==> src/seq_consts.svh <==
// Timing and code constants for the buck start-up and protection sequencer.
// Assumes a 125 MHz system clock; included by bare name.
`ifndef SEQ_CONSTS_SVH
`define SEQ_CONSTS_SVH

`define CLK_PERIOD_NS 8
`define SS_TIME_NS 6800000
`define SS_STEPS 64
`define TICK_CYCLES (`SS_TIME_NS / (`SS_STEPS * `CLK_PERIOD_NS))
`define INIT_DELAY_TICKS 64
`define EA_INIT_TICKS 1
`define DUMMY_TIMEOUTS 2
`define SETPOINT_BITS 5
`define OCP_DISABLE_CODE 30
`define MON_DELAY_NS 200
`define MON_DELAY_CYCLES ((`MON_DELAY_NS + `CLK_PERIOD_NS - 1) / `CLK_PERIOD_NS)
`define MIN_PULSE_NS 425
`define MIN_PULSE_CYCLES ((`MIN_PULSE_NS + `CLK_PERIOD_NS - 1) / `CLK_PERIOD_NS)
`define NARROW_LIMIT 3

`endif

==> src/seq_pkg.sv <==
// Types shared by the sequencer and its low-side pulse guard.
// Assumes nothing beyond a SystemVerilog compiler.
`default_nettype none
package seq_pkg;
  typedef enum logic [2:0] {
    ST_OFF = 3'h0,
    ST_DELAY = 3'h1,
    ST_SAMPLE = 3'h3,
    ST_SS_INIT = 3'h2,
    ST_SS_RAMP = 3'h6,
    ST_RUN = 3'h7,
    ST_HICCUP = 3'h5
  } seq_state_t;
endpackage : seq_pkg
`default_nettype wire

==> src/pulse_guard_if.sv <==
// Carrier between the sequencer core and the low-side pulse guard.
// Assumes both ends run on the same clock.
`default_nettype none
interface pulse_guard_if;
  logic lo_req;
  logic cycle_start;
  logic overdrop;
  logic enable;
  logic ocp_en;
  logic lo_gate;
  logic force_on;
  logic trip;
  modport core (output lo_req, cycle_start, overdrop, enable, ocp_en,
                input lo_gate, force_on, trip);
  modport guard (input lo_req, cycle_start, overdrop, enable, ocp_en,
                 output lo_gate, force_on, trip);
endinterface : pulse_guard_if
`default_nettype wire

==> src/buck_startup_ocp_sequencer.sv <==
// Start-up, soft-start and overcurrent retry sequencer for a buck controller.
// Assumes analog comparators deliver levels synchronous to mclk_in.
//
// Overview of operation
// [RULE1] Bias above power-on threshold leads into the set-point sampling phase.
// [RULE2] Enable pin held low postpones every initialization step until it rises.
// [RULE3] Timing starts when the enable pin crosses the trip level.
// [RULE4] A fixed delay of 6.8 ms precedes set-point sampling.
// [RULE5] During the delay low-side drive is off and sense current flows.
// [RULE6] Sampling lasts zero to 3.4 ms, longer for higher settings.
// [RULE7] The set point lives in a counter feeding a DAC, held while biased; here it is also cleared whenever enable is low.
// [RULE8] Soft-start begins as soon as sampling completes.
// [RULE9] Reference ramps from zero to 0.6 V over 6.8 ms.
// [RULE10] Ramp is 64 equal digital steps at one fixed rate.
// [RULE11] Error amplifier is enabled after a short launch interval.
// [RULE12] Soft-start ends once the ramp passes the final reference.
// [RULE13] Output pre-biased low: switches stay off until ramp passes output.
// [RULE14] Output pre-biased high: switches stay off until soft-start ends.
// [RULE15] Disable then re-enable reruns full initialization with a new sample.
// [RULE16] Overcurrent retries keep the stored set point.
// [RULE17] A trip shuts output off, then two dummy time-outs, then soft-start.
// [RULE18] Monitoring opens 200 ns after low-side rise and closes at its fall.
// [RULE19] Three narrow or missing low-side pulses force a 425 ns third pulse.
// [RULE20] With protection disabled, stretching and insertion are disabled.
// [RULE21] Trip when switch drop exceeds twice the sampled setting voltage.
// [RULE22] Enable low stops the oscillator, drops both gates, re-arms soft-start.
// [RULE23] A setting above the disable limit means no overcurrent protection.
// [RULE24] A trip during real soft-start restarts the two dummy time-outs.
// [RULE25] One time-base tick paces delays, dummy time-outs and ramp steps.
// [RULE26] Bias falling below threshold resets all and discards the set point.
`include "seq_consts.svh"
`default_nettype none
module buck_startup_ocp_sequencer
  import seq_pkg::*;
#(
  parameter int unsigned TICK_CYCLES = `TICK_CYCLES,
  parameter int unsigned SP_BITS = `SETPOINT_BITS
) (
  input wire logic mclk_in,                    // System clock, 125 MHz.
  input wire logic reset_n_in,                 // Asynchronous reset, active low.
  input wire logic bias_por_ok_in,             // Bias supply above power-on level.
  input wire logic enable_above_trip_in,       // Enable pin above shutdown trip.
  input wire logic pwm_low_req_in,             // Internal PWM low-side request.
  input wire logic pwm_high_req_in,            // Internal PWM high-side request.
  input wire logic pwm_cycle_start_in,         // Oscillator period start pulse.
  input wire logic trip_sense_above_dac_in,    // Set-point DAC reached sense pin.
  input wire logic switch_node_overdrop_in,    // Switch drop above trip threshold.
  input wire logic ramp_above_output_in,       // Ramp reference above sensed output.
  input wire logic output_above_target_in,     // Sensed output above final target.
  output logic low_side_gate_drive_out,        // Low-side gate command.
  output logic high_side_gate_drive_out,       // High-side gate command.
  output logic trip_sense_current_en_out,      // Sense current source enable.
  output logic [SP_BITS-1:0] setpoint_dac_out, // Held overcurrent set point.
  output logic [SP_BITS:0] trip_threshold_out, // Doubled set point for trip compare.
  output logic [6:0] reference_dac_out,        // Soft-start reference step code.
  output logic error_amp_en_out,               // Error amplifier output enable.
  output logic osc_run_out,                    // Oscillator run.
  output logic soft_start_done_out,            // Soft-start complete.
  output logic ocp_active_out,                 // Overcurrent protection armed.
  output logic hiccup_out                      // Retry time-out in progress.
);
  localparam int unsigned TB_W = $clog2(TICK_CYCLES + 1);

  pulse_guard_if gi ();

  seq_state_t state_ff;
  seq_state_t nxt_state;
  logic [TB_W-1:0] tick_cnt_ff;
  logic [6:0] seq_cnt_ff;
  logic [6:0] ramp_code_ff;
  logic [1:0] dummy_cnt_ff;
  logic [SP_BITS-1:0] setpoint_ff;
  logic ocp_en_ff;
  logic ramp_passed_ff;
  logic prebias_high_ff;
  logic lo_gate_ff;
  logic hi_gate_ff;
  logic tick;
  logic trip;
  logic sp_full;
  logic in_soft_start;
  logic sw_allow;
  logic state_change;

  assign tick = tick_cnt_ff == TB_W'(TICK_CYCLES - 1);
  assign trip = gi.trip & ocp_en_ff;
  assign sp_full = &setpoint_ff;
  assign in_soft_start = (state_ff == ST_SS_INIT) || (state_ff == ST_SS_RAMP);
  assign state_change = nxt_state != state_ff;
  // Switching waits for the ramp to pass a low pre-bias, or for the end of soft-start.
  assign sw_allow = (state_ff == ST_RUN) ||
                    ((state_ff == ST_SS_RAMP) && ramp_passed_ff &&
                     !prebias_high_ff);  // [RULE13] [RULE14]

  // One time base paces every phase; it stands still while shut down.
  always_ff @(posedge mclk_in or negedge reset_n_in) begin
    if (!reset_n_in) begin
      tick_cnt_ff <= '0;
    end else if (state_ff == ST_OFF || tick) begin
      tick_cnt_ff <= '0;  // [RULE25] [RULE3]
    end else begin
      tick_cnt_ff <= tick_cnt_ff + 1'b1;  // [RULE25]
    end
  end

  always_comb begin
    nxt_state = state_ff;
    if (!bias_por_ok_in || !enable_above_trip_in) begin
      nxt_state = ST_OFF;  // [RULE26] [RULE22] [RULE2]
    end else begin
      unique case (state_ff)
        ST_OFF: begin
          nxt_state = ST_DELAY;  // [RULE1] [RULE3]
        end
        ST_DELAY: begin
          if (tick && seq_cnt_ff == 7'(`INIT_DELAY_TICKS - 1)) begin
            nxt_state = ST_SAMPLE;  // [RULE4]
          end
        end
        ST_SAMPLE: begin
          if (trip_sense_above_dac_in || sp_full) begin
            nxt_state = ST_SS_INIT;  // [RULE8] [RULE6]
          end
        end
        ST_SS_INIT: begin
          if (trip) begin
            nxt_state = ST_HICCUP;  // [RULE24]
          end else if (tick && seq_cnt_ff == 7'(`EA_INIT_TICKS - 1)) begin
            nxt_state = ST_SS_RAMP;  // [RULE11]
          end
        end
        ST_SS_RAMP: begin
          if (trip) begin
            nxt_state = ST_HICCUP;  // [RULE24]
          end else if (tick && ramp_code_ff == 7'(`SS_STEPS)) begin
            nxt_state = ST_RUN;  // [RULE12]
          end
        end
        ST_RUN: begin
          if (trip) begin
            nxt_state = ST_HICCUP;  // [RULE17]
          end
        end
        ST_HICCUP: begin
          if (tick && seq_cnt_ff == 7'(`SS_STEPS - 1) &&
              dummy_cnt_ff == 2'(`DUMMY_TIMEOUTS - 1)) begin
            nxt_state = ST_SS_INIT;  // [RULE17] [RULE16]
          end
        end
        default: begin
          nxt_state = ST_OFF;
        end
      endcase
    end
  end

  always_ff @(posedge mclk_in or negedge reset_n_in) begin
    if (!reset_n_in) begin
      state_ff <= ST_OFF;
    end else begin
      state_ff <= nxt_state;
    end
  end

  // Ticks within a phase; in retry it wraps once per dummy time-out.
  always_ff @(posedge mclk_in or negedge reset_n_in) begin
    if (!reset_n_in) begin
      seq_cnt_ff <= '0;
    end else if (state_change) begin
      seq_cnt_ff <= '0;
    end else if (tick) begin
      if (state_ff == ST_HICCUP && seq_cnt_ff == 7'(`SS_STEPS - 1)) begin
        seq_cnt_ff <= '0;  // [RULE25]
      end else begin
        seq_cnt_ff <= seq_cnt_ff + 1'b1;
      end
    end
  end

  always_ff @(posedge mclk_in or negedge reset_n_in) begin
    if (!reset_n_in) begin
      dummy_cnt_ff <= '0;
    end else if (state_ff != ST_HICCUP) begin
      dummy_cnt_ff <= '0;  // [RULE24]
    end else if (tick && seq_cnt_ff == 7'(`SS_STEPS - 1)) begin
      dummy_cnt_ff <= dummy_cnt_ff + 1'b1;  // [RULE17]
    end
  end

  // Reference ramp: one equal step per tick from launch, held at full scale.
  always_ff @(posedge mclk_in or negedge reset_n_in) begin
    if (!reset_n_in) begin
      ramp_code_ff <= '0;
    end else if (!in_soft_start && state_ff != ST_RUN) begin
      ramp_code_ff <= '0;  // [RULE22]
    end else if (in_soft_start && tick && ramp_code_ff != 7'(`SS_STEPS)) begin
      ramp_code_ff <= ramp_code_ff + 1'b1;  // [RULE9] [RULE10]
    end
  end

  // Set point counts up one code per tick until the DAC meets the sense pin.
  always_ff @(posedge mclk_in or negedge reset_n_in) begin
    if (!reset_n_in) begin
      setpoint_ff <= '0;
    end else if (state_ff == ST_OFF || nxt_state == ST_OFF) begin
      setpoint_ff <= '0;  // [RULE26] [RULE15]
    end else if (state_ff == ST_SAMPLE && tick && !trip_sense_above_dac_in &&
                 !sp_full) begin
      setpoint_ff <= setpoint_ff + 1'b1;  // [RULE6] [RULE7]
    end
  end

  // A sample that never met the pin, or one above the limit, disarms protection.
  always_ff @(posedge mclk_in or negedge reset_n_in) begin
    if (!reset_n_in) begin
      ocp_en_ff <= 1'b0;
    end else if (state_ff == ST_OFF) begin
      ocp_en_ff <= 1'b0;  // [RULE26]
    end else if (state_ff == ST_SAMPLE && nxt_state == ST_SS_INIT) begin
      ocp_en_ff <= trip_sense_above_dac_in &&
                   (setpoint_ff <= SP_BITS'(`OCP_DISABLE_CODE));  // [RULE23]
    end
  end

  always_ff @(posedge mclk_in or negedge reset_n_in) begin
    if (!reset_n_in) begin
      ramp_passed_ff <= 1'b0;
      prebias_high_ff <= 1'b0;
    end else if (!in_soft_start) begin
      ramp_passed_ff <= 1'b0;
      prebias_high_ff <= output_above_target_in;  // [RULE14]
    end else if (ramp_above_output_in) begin
      ramp_passed_ff <= 1'b1;  // [RULE13]
    end
  end

  // Gate commands drop on the edge after a trip or shutdown.
  always_ff @(posedge mclk_in or negedge reset_n_in) begin
    if (!reset_n_in) begin
      lo_gate_ff <= 1'b0;
      hi_gate_ff <= 1'b0;
    end else if (!sw_allow || trip || state_change) begin
      lo_gate_ff <= 1'b0;  // [RULE17] [RULE22] [RULE5]
      hi_gate_ff <= 1'b0;
    end else begin
      lo_gate_ff <= gi.lo_gate;
      hi_gate_ff <= pwm_high_req_in && !gi.lo_gate && !gi.force_on;  // [RULE19]
    end
  end

  assign gi.lo_req = pwm_low_req_in & sw_allow;
  assign gi.cycle_start = pwm_cycle_start_in;
  assign gi.overdrop = switch_node_overdrop_in;  // [RULE21]
  assign gi.enable = sw_allow;
  assign gi.ocp_en = ocp_en_ff;  // [RULE20]

  low_side_pulse_guard #(
    .MON_DELAY(`MON_DELAY_CYCLES),
    .MIN_WIDTH(`MIN_PULSE_CYCLES)
  ) u_guard (
    .mclk_in(mclk_in),
    .reset_n_in(reset_n_in),
    .gi(gi.guard)
  );

  assign low_side_gate_drive_out = lo_gate_ff;
  assign high_side_gate_drive_out = hi_gate_ff;
  assign trip_sense_current_en_out = (state_ff == ST_DELAY) ||
                                     (state_ff == ST_SAMPLE);  // [RULE5]
  assign setpoint_dac_out = setpoint_ff;  // [RULE7]
  assign trip_threshold_out = {setpoint_ff, 1'b0};  // [RULE21]
  assign reference_dac_out = ramp_code_ff;
  assign error_amp_en_out = (state_ff == ST_SS_RAMP) ||
                            (state_ff == ST_RUN);  // [RULE11]
  assign osc_run_out = state_ff != ST_OFF;  // [RULE22]
  assign soft_start_done_out = state_ff == ST_RUN;  // [RULE12]
  assign ocp_active_out = ocp_en_ff;
  assign hiccup_out = state_ff == ST_HICCUP;
endmodule : buck_startup_ocp_sequencer
`default_nettype wire

==> src/low_side_pulse_guard.sv <==
// Low-side gate monitoring window, minimum-pulse stretching and trip detect.
// Assumes one clock and a cycle-start pulse from the oscillator once per period.
`include "seq_consts.svh"
`default_nettype none
module low_side_pulse_guard
  import seq_pkg::*;
#(
  parameter int unsigned MON_DELAY = `MON_DELAY_CYCLES,
  parameter int unsigned MIN_WIDTH = `MIN_PULSE_CYCLES
) (
  input wire logic mclk_in,      // System clock.
  input wire logic reset_n_in,   // Asynchronous reset, active low.
  pulse_guard_if.guard gi        // Link to the sequencer core.
);
  localparam int unsigned W = $clog2(MIN_WIDTH + MON_DELAY + 1);

  logic [W-1:0] width_cnt_ff;
  logic [W-1:0] mon_cnt_ff;
  logic [W-1:0] force_cnt_ff;
  logic [1:0] narrow_cnt_ff;
  logic force_ff;
  logic gate;
  logic narrow;

  assign gate = gi.lo_req | force_ff;
  assign narrow = width_cnt_ff < W'(MIN_WIDTH);
  assign gi.lo_gate = gate;
  assign gi.force_on = force_ff;
  // Trips count only inside the window that opens after the settle delay.
  assign gi.trip = gi.enable & gi.ocp_en & gate & gi.overdrop &
                   (mon_cnt_ff == W'(MON_DELAY));  // [RULE18] [RULE21]

  always_ff @(posedge mclk_in or negedge reset_n_in) begin
    if (!reset_n_in) begin
      mon_cnt_ff <= '0;
    end else if (!gate) begin
      mon_cnt_ff <= '0;  // [RULE18]
    end else if (mon_cnt_ff != W'(MON_DELAY)) begin
      mon_cnt_ff <= mon_cnt_ff + 1'b1;  // [RULE18]
    end
  end

  always_ff @(posedge mclk_in or negedge reset_n_in) begin
    if (!reset_n_in) begin
      width_cnt_ff <= '0;
    end else if (!gi.enable || gi.cycle_start) begin
      width_cnt_ff <= '0;
    end else if (gate && narrow) begin
      width_cnt_ff <= width_cnt_ff + 1'b1;
    end
  end

  always_ff @(posedge mclk_in or negedge reset_n_in) begin
    if (!reset_n_in) begin
      narrow_cnt_ff <= '0;
    end else if (!gi.enable || !gi.ocp_en) begin
      narrow_cnt_ff <= '0;  // [RULE20]
    end else if (gi.cycle_start) begin
      if (force_ff || !narrow || narrow_cnt_ff == 2'(`NARROW_LIMIT - 2)) begin
        narrow_cnt_ff <= '0;
      end else begin
        narrow_cnt_ff <= narrow_cnt_ff + 1'b1;  // [RULE19]
      end
    end
  end

  // The third narrow or missing pulse is forced on from the cycle start.
  always_ff @(posedge mclk_in or negedge reset_n_in) begin
    if (!reset_n_in) begin
      force_ff <= 1'b0;
      force_cnt_ff <= '0;
    end else if (!gi.enable || !gi.ocp_en) begin
      force_ff <= 1'b0;  // [RULE20]
      force_cnt_ff <= '0;
    end else if (gi.cycle_start && !force_ff && narrow &&
                 narrow_cnt_ff == 2'(`NARROW_LIMIT - 2)) begin
      force_ff <= 1'b1;  // [RULE19]
      force_cnt_ff <= W'(1);
    end else if (force_ff) begin
      if (force_cnt_ff == W'(MIN_WIDTH)) begin
        force_ff <= 1'b0;
        force_cnt_ff <= '0;
      end else begin
        force_cnt_ff <= force_cnt_ff + 1'b1;  // [RULE19]
      end
    end
  end
endmodule : low_side_pulse_guard
`default_nettype wire

==> config.mk <==
export PLATFORM = sky130hd
export DESIGN_NAME = buck_startup_ocp_sequencer
export DESIGN_NICKNAME = d
export VERILOG_FILES = /design/src/seq_pkg.sv /design/src/pulse_guard_if.sv /design/src/buck_startup_ocp_sequencer.sv /design/src/low_side_pulse_guard.sv
export VERILOG_INCLUDE_DIRS = /design/src
export SDC_FILE = /design/constraint.sdc
export NUM_CORES = 1
export LEC_CHECK = 0
export BUFFER_PORTS_ARGS = -buffer_cell sky130_fd_sc_hd__buf_2
export CORE_MARGIN = 4
export CORE_UTILIZATION = 59
export DETAILED_ROUTE_END_ITERATION = 10
export PLACE_DENSITY = 0.79
export SETUP_SLACK_MARGIN = 0.15
export SLEW_MARGIN = 0
export SYNTH_ARGS = -nofsm -noshare
export SYNTH_HDL_FRONTEND = slang
export SYNTH_HIERARCHICAL = 1
export SYNTH_SLANG_ARGS = --single-unit
==> constraint.sdc <==
create_clock -name mclk_in -period 3.28 [get_ports mclk_in]
set_input_delay 0.328 -clock mclk_in [delete_from_list [all_inputs] [get_ports mclk_in]]
set_output_delay 0.328 -clock mclk_in [all_outputs]
set_load 0.05 [all_outputs]
Yosys cells after proc, flatten, opt, wreduce, memory -nomap -nowiden
Cells that the tools add are included.
{ "word_totals": {"reg_bits": 67, "in_bits": 11, "word_cells": 155} }
{ "classes": {"n_addsub": 9, "magnitude_cmp": 2, "n_eq_ne": 21, "n_mux": 41, "bitwise": 7, "n_reduce_logical": 59} }
{ "ops": {"columns": ["operator", "n"], "rows": [
  ["7-bit two-way mux", 13],
  ["7-bit by 1-bit adder with 7-bit output, second input constant", 5],
  ["3-bit two-way mux", 9],
  ["1-bit logical AND", 21],
  ["3-bit one-hot mux with 7 select lines", 1],
  ["14-bit by 1-bit adder with 14-bit output, second input constant", 1],
  ["14-bit equality test, second input constant", 1],
  ["7-bit by 6-bit equality test with 1-bit output, second input constant", 2],
  ["1-bit logical OR", 14],
  ["14-bit two-way mux", 1],
  ["2-bit nonzero test", 7],
  ["1-bit logical NOT", 11],
  ["1-bit two-way mux", 10],
  ["2-bit two-way mux", 5],
  ["5-bit two-way mux", 2],
  ["3-bit by 2-bit equality test with 1-bit output, second input constant", 3],
  ["3-bit equality test, second input constant", 3],
  ["7-bit by 5-bit equality test with 1-bit output, second input constant", 1],
  ["7-bit equality test, second input constant", 1],
  ["7-bit logical NOT", 1],
  ["7-bit by 6-bit less-than comparator with 1-bit output, second input constant", 1],
  ["7-bit by 5-bit inequality test with 1-bit output, second input constant", 1],
  ["7-bit inequality test, second input constant", 1],
  ["1-bit bitwise AND", 6],
  ["other kinds (13)", 18]
]} }

Logic depth before layout (Yosys ltp)
{ "depth": {"word_depth": 17, "mapped_depth": 12} }

Cells and area by module
Netlist, hierarchy kept.
{ "by_module_without_submodules": {"columns": ["mod", "n_inst", "cells_per_inst", "area_per_inst_um2", "seq_area_each_um2"], "rows": [
  ["buck_startup_ocp_sequencer", 1, 278, 2503.7, 1076.0],
  ["low_side_pulse_guard", 1, 135, 1336.3, 600.6]
]} }

Worst setup path after synthesis
No wires, ideal clock.
{ "synth_timing": {"path_type": "register to register", "from": "register state_ff[0]", "to": "register seq_cnt_ff[0]", "arrival_ns": 2.656, "required_time_ns": 3.156, "path_slack_ns": 0.500, "stages_incl_launch_ff": 12, "path_buffers": 1, "period_less_slack_ns": 2.780, "cell_sequence": "dfrtp_1 > clkbuf_1 > a21oi_1 > nor3_1 > and2_1 > nor2_4 > nor4b_2 > nand2_1 > or3_1 > o31a_1 > nand4b_4 > nor3_1"} }
{ "synth_via": {"elab_chain_cells": 15, "word_cells_on_any_way": 33} }
{ "synth_lines": {"columns": ["element", "line", "source"], "rows": [
  ["start: declaration", "buck_startup_ocp_sequencer.sv:66", "seq_state_t state_ff;"],
  ["start signal: assignment", "buck_startup_ocp_sequencer.sv:161", "state_ff <= nxt_state;"],
  ["3-bit equality test", "buck_startup_ocp_sequencer.sv:92", "((state_ff == ST_SS_RAMP) && ramp_passed_ff &&"],
  ["1-bit logical AND (2 in a row)", "buck_startup_ocp_sequencer.sv:92", null],
  ["1-bit logical OR (*)", "buck_startup_ocp_sequencer.sv:91", "assign sw_allow = (state_ff == ST_RUN) ||"],
  ["net gi.enable", "pulse_guard_if.sv:8", "logic enable;"],
  ["1-bit bitwise AND (*)", "buck_startup_ocp_sequencer.sv:251", "assign gi.lo_req = pwm_low_req_in & sw_allow;"],
  ["net gi.lo_req", "pulse_guard_if.sv:5", "logic lo_req;"],
  ["1-bit bitwise OR (*)", "low_side_pulse_guard.sv:25", "assign gate = gi.lo_req | force_ff;"],
  ["1-bit bitwise AND (*) (3 in a row)", "low_side_pulse_guard.sv:30", "assign gi.trip = gi.enable & gi.ocp_en & gate & gi.overdrop &"],
  ["net gi.trip", "pulse_guard_if.sv:12", "logic trip;"],
  ["1-bit bitwise AND (*)", "buck_startup_ocp_sequencer.sv:86", "assign trip = gi.trip & ocp_en_ff;"],
  ["3-bit two-way mux, on equally long branches", "buck_startup_ocp_sequencer.sv:140, buck_startup_ocp_sequencer.sv:126, buck_startup_ocp_sequencer.sv:133", null],
  ["3-bit one-hot mux with 7 select lines (*)", "buck_startup_ocp_sequencer.sv:111", "unique case (state_ff)"],
  ["3-bit two-way mux (*)", "buck_startup_ocp_sequencer.sv:108", "if (!bias_por_ok_in || !enable_above_trip_in) begin"],
  ["3-bit inequality test (*)", "buck_startup_ocp_sequencer.sv:89", "assign state_change = nxt_state != state_ff;"],
  ["7-bit two-way mux / 2-bit nonzero test (equally long branches)", null, null],
  ["end signal: assignment", "buck_startup_ocp_sequencer.sv:175", "seq_cnt_ff <= seq_cnt_ff + 1'b1;"],
  ["end: declaration", "buck_startup_ocp_sequencer.sv:69", "logic [6:0] seq_cnt_ff;"]
]} }
Mark *: on every way through the listed nets, which the timed path passes. The rest lies on a longest branch. The select of a mux whose other input is x is not followed.
A chain may end at the register's enable or synchronous reset.

Worst setup path after layout
{ "layout_timing": {"from": "register state_ff[0]", "to": "register seq_cnt_ff[1]"} }
Same word-level chain as after synthesis.

==> metrics <==
status completed; clk_lat worst skew about 0.35 ns; Critical Path RT 3.50 ns; DRC viols 0; final worst slack between 0.4 and 0.5 ns; Bufs and invs on worst path 1; GRT Overall Usage 21.8%; Final nets approximately 480; max incr delay on CP 0.61 ns; Synth area leader dfrtp_1; Layout Cells excl Fill 531; DIE AREA 7860 µm²; CTS hold repair buffers 0; EDFF count, synth 0; cts bufs inserted 9; Hold Fails Final Rpt 0; placed instance count 515; worst-path maximum fanout 15; first-pass GRT wire length ~13,000 µm; initial detailed-routing violation count 164; Seq cells post-synth 67; Peak VDD IR 346 µV; largest net degree at the start of global routing between 40 and 50; worst hold margin 0.136 ns; most numerous cell in the Yosys netlist dfrtp_1; Net Count, Synth 440; Worst Hold Class input pin to asynchronous set/reset pin; P_leak roughly 1.8 nW; P&R area growth vs syn 11.4%; worst slack, placed about 0.50 ns; critical path type flop to flop; Setup TNS 0 ns; Top Ports 37; CTS H-tree lvls 3; sw power roughly 350 µW; Yosys top cell area share between 40% and 50%; clk sinks 67; reg2reg setup slack 0.41 ns; sequential fraction of the synthesis area 43.7%; port buffer count 35; Pwr Total ~1.6 mW; Distinct cells, synth 58; CP arrival 3.09 ns; Top cell by count, worst path nor3_1; post-route clock period utilization 87.6%; ys async rst share 100%; die width 88.7 µm; HPWL Detailed 5850 µm; post-cts resize count 0; final setup violation count 0; Cell Int Power 1.29 mW; Max-Cap Viols 0; CP Launch Type flop; drt wl/cell 15.0 µm; Max Freq about 350 MHz; Routed WL 7970 µm; CP delay by family, top simple AND/OR/NAND/NOR gates; drt pass-1 iters 5; RSZ-0062 raised after global routing no; YS warnings 6; root cell of the clock tree clkbuf_8; dominant cells by area after synthesis dfrtp_1 44%, nor2_1 5.4%, ha_1 5.2%, xnor2_1 4.1%, nand3_1 3.0%; number of fillers in the final layout approximately 500; Clock power frac between 40% and 50%; reg2reg end seq_cnt_ff[1]; diode count 0; Post-CTS Setup Bufs 0; Crit. End Element flop; Synth Area per Inst 9.30 µm²; Pwr per Cell Area approximately 380 nW/µm²; ys flop type dfrtp_1; worst r2r src state_ff[0]; DIE HEIGHT 88.7 µm; Max Buffers Root-to-Sink 2; list of most frequent post-synthesis cells 67 x dfrtp_1, 55 x nor2_1, 30 x nand2_1, 23 x nand3_1, 21 x nor3_1; cell area after synthesis 3840 µm²; CTS tree done; via/cell ratio 5.88; Period minus WS final around 2.9 ns; vias around 3,100; crit-path cells a21oi_1 -> nor3_1 -> buf_4 -> and2_1 -> nor2_4 -> nor4b_2 -> nand2_1 -> or3_1 -> o31a_1 -> nand4b_4 -> nor3_1; Max Clock Skew between 0.01 and 0.015 ns; Final Max Tran Viols 0; number of global-route vias before repair 2,962; Worst path slowest cell dfrtp_1; GP Congestion about 0.84; GR Overflow Total 0; Core Box Area 6350 µm²; Initial Util 60.5%; share of cells above drive strength 1 15.4%; post-route ant nets 0; Switching Fraction 21.4%; worst rel slew slack 34.8%; clock slew at the register clock pins of the worst setup and hold paths 0.08 ns; Syn Inst Count 413; Gate power share 3.5%; antenna violations before repair 0; sequential share of power 50.6%; Tightest Pin Transition 0.977 ns; floorplan row count 29; r2r worst-path depth 11
## state kept, by name, summed over array words and instances, names as in the netlist, 2 cells and up
| register | flops |
|---|---|
| u_guard/width_cnt_ff | 7 |
| tick_cnt_ff | 14 |
| seq_cnt_ff | 7 |
| reference_dac_out | 7 |
| u_guard/mon_cnt_ff | 7 |
| setpoint_dac_out | 5 |
| dummy_cnt_ff | 2 |
| u_guard/narrow_cnt_ff | 2 |
| u_guard/force_cnt_ff | 7 |
| state_ff | 3 |
## cells by family (layout without fill, tap and decap cells)
kind of cell	after synthesis	count (layout)	synth area share, %
AOI/OAI and AO/OA	65	65	11.4
xor gates and xnor gates	31	31	7.07
adders and majority gates	16	16	5.21
buffers and inverters	37	78	4.56
DFF	67	67	43.7
muxes	3	3	0.782
other	1	1	0.0977
and+or+nand+nor	193	193	27.2
## layer usage
layer  vias up  track usage, %  routed length [µm]
li1       1525               -                   -
met1      1506            28.1                3580
met2        77            35.6                3910
met3        14            4.75                 340
met4         0            8.65                 139
met5         -               0                   0
## power by group through the flow
stage          logic, mW  clock network (mW)  registers, mW
2_1_floorplan     0.0289                   0          0.846
3_3_place_gp      0.0575                   0          0.848
3_5_place_dp      0.0582                   0          0.848
4_1_cts           0.0585               0.769          0.832
5_1_grt           0.0652               0.807          0.832
6_report          0.0571               0.755          0.832
## worst reg2reg max path, cell delays in order (launching register included)
cell and delay (ns):
dfrtp_1 0.61, a21oi_1 0.07, nor3_1 0.16, buf_4 0.17, and2_1 0.17, nor2_4 0.08
nor4b_2 0.41, nand2_1 0.24, or3_1 0.35, o31a_1 0.28, nand4b_4 0.14, nor3_1 0.07
## layout make-up
type	instances	area, µm²	area share, %
clock buffers	12	145	3.39
clock inverters	4	73.8	1.73
inverters	21	78.8	1.84
multi-input cells	309	1990	46.5
flip-flops and latches	67	1680	39.2
well taps	77	96.3	2.25
repair buffers	41	220	5.15
## metrics by stage
stage / utilization, % / area (µm²)
3_5_place_dp: 63.9 / 4060
4_1_cts: 67.4 / 4280
6_report: 67.4 / 4280
2_1_floorplan: - / 3840
3_3_place_gp: 63.9 / 4060
5_1_grt: 67.4 / 4280
## how the worst max path moves through the flow
stage	start	end	slack (ns)	depth (start not counted)
after floorplan	state_ff[0]	seq_cnt_ff[0]	0.50	11
after global placement	state_ff[0]	seq_cnt_ff[6]	0.64	11
after detailed placement	u_guard/mon_cnt_ff[1]	seq_cnt_ff[1]	0.50	10
after CTS	state_ff[0]	high_side_gate_drive_out	0.48	11
after global routing	state_ff[0]	high_side_gate_drive_out	0.21	11
final	state_ff[0]	seq_cnt_ff[1]	0.41	11
## placed cells by master (no fill, tap or decap), drive strengths merged, types with 3 or more instances in the layout
cell type / Yosys / layout
a211oi: 7 / 7
a21o: 5 / 5
a21oi: 16 / 16
a31oi: 4 / 4
and2: 5 / 5
and3: 5 / 5
buf: 10 / 41
clkbuf: 6 / 12
dfrtp: 67 / 67
ha: 16 / 16
inv: 21 / 21
mux2i: 3 / 3
nand2: 30 / 30
nand2b: 5 / 5
nand3: 23 / 23
nand3b: 4 / 4
nand4: 8 / 8
nor2: 56 / 56
nor2b: 4 / 4
nor3: 22 / 22
nor4: 8 / 8
o21ai: 14 / 14
o2bb2ai: 4 / 4
or3: 8 / 8
xnor2: 18 / 18
xor2: 13 / 13
No activity file was read; power rests on OpenSTA's default activity.
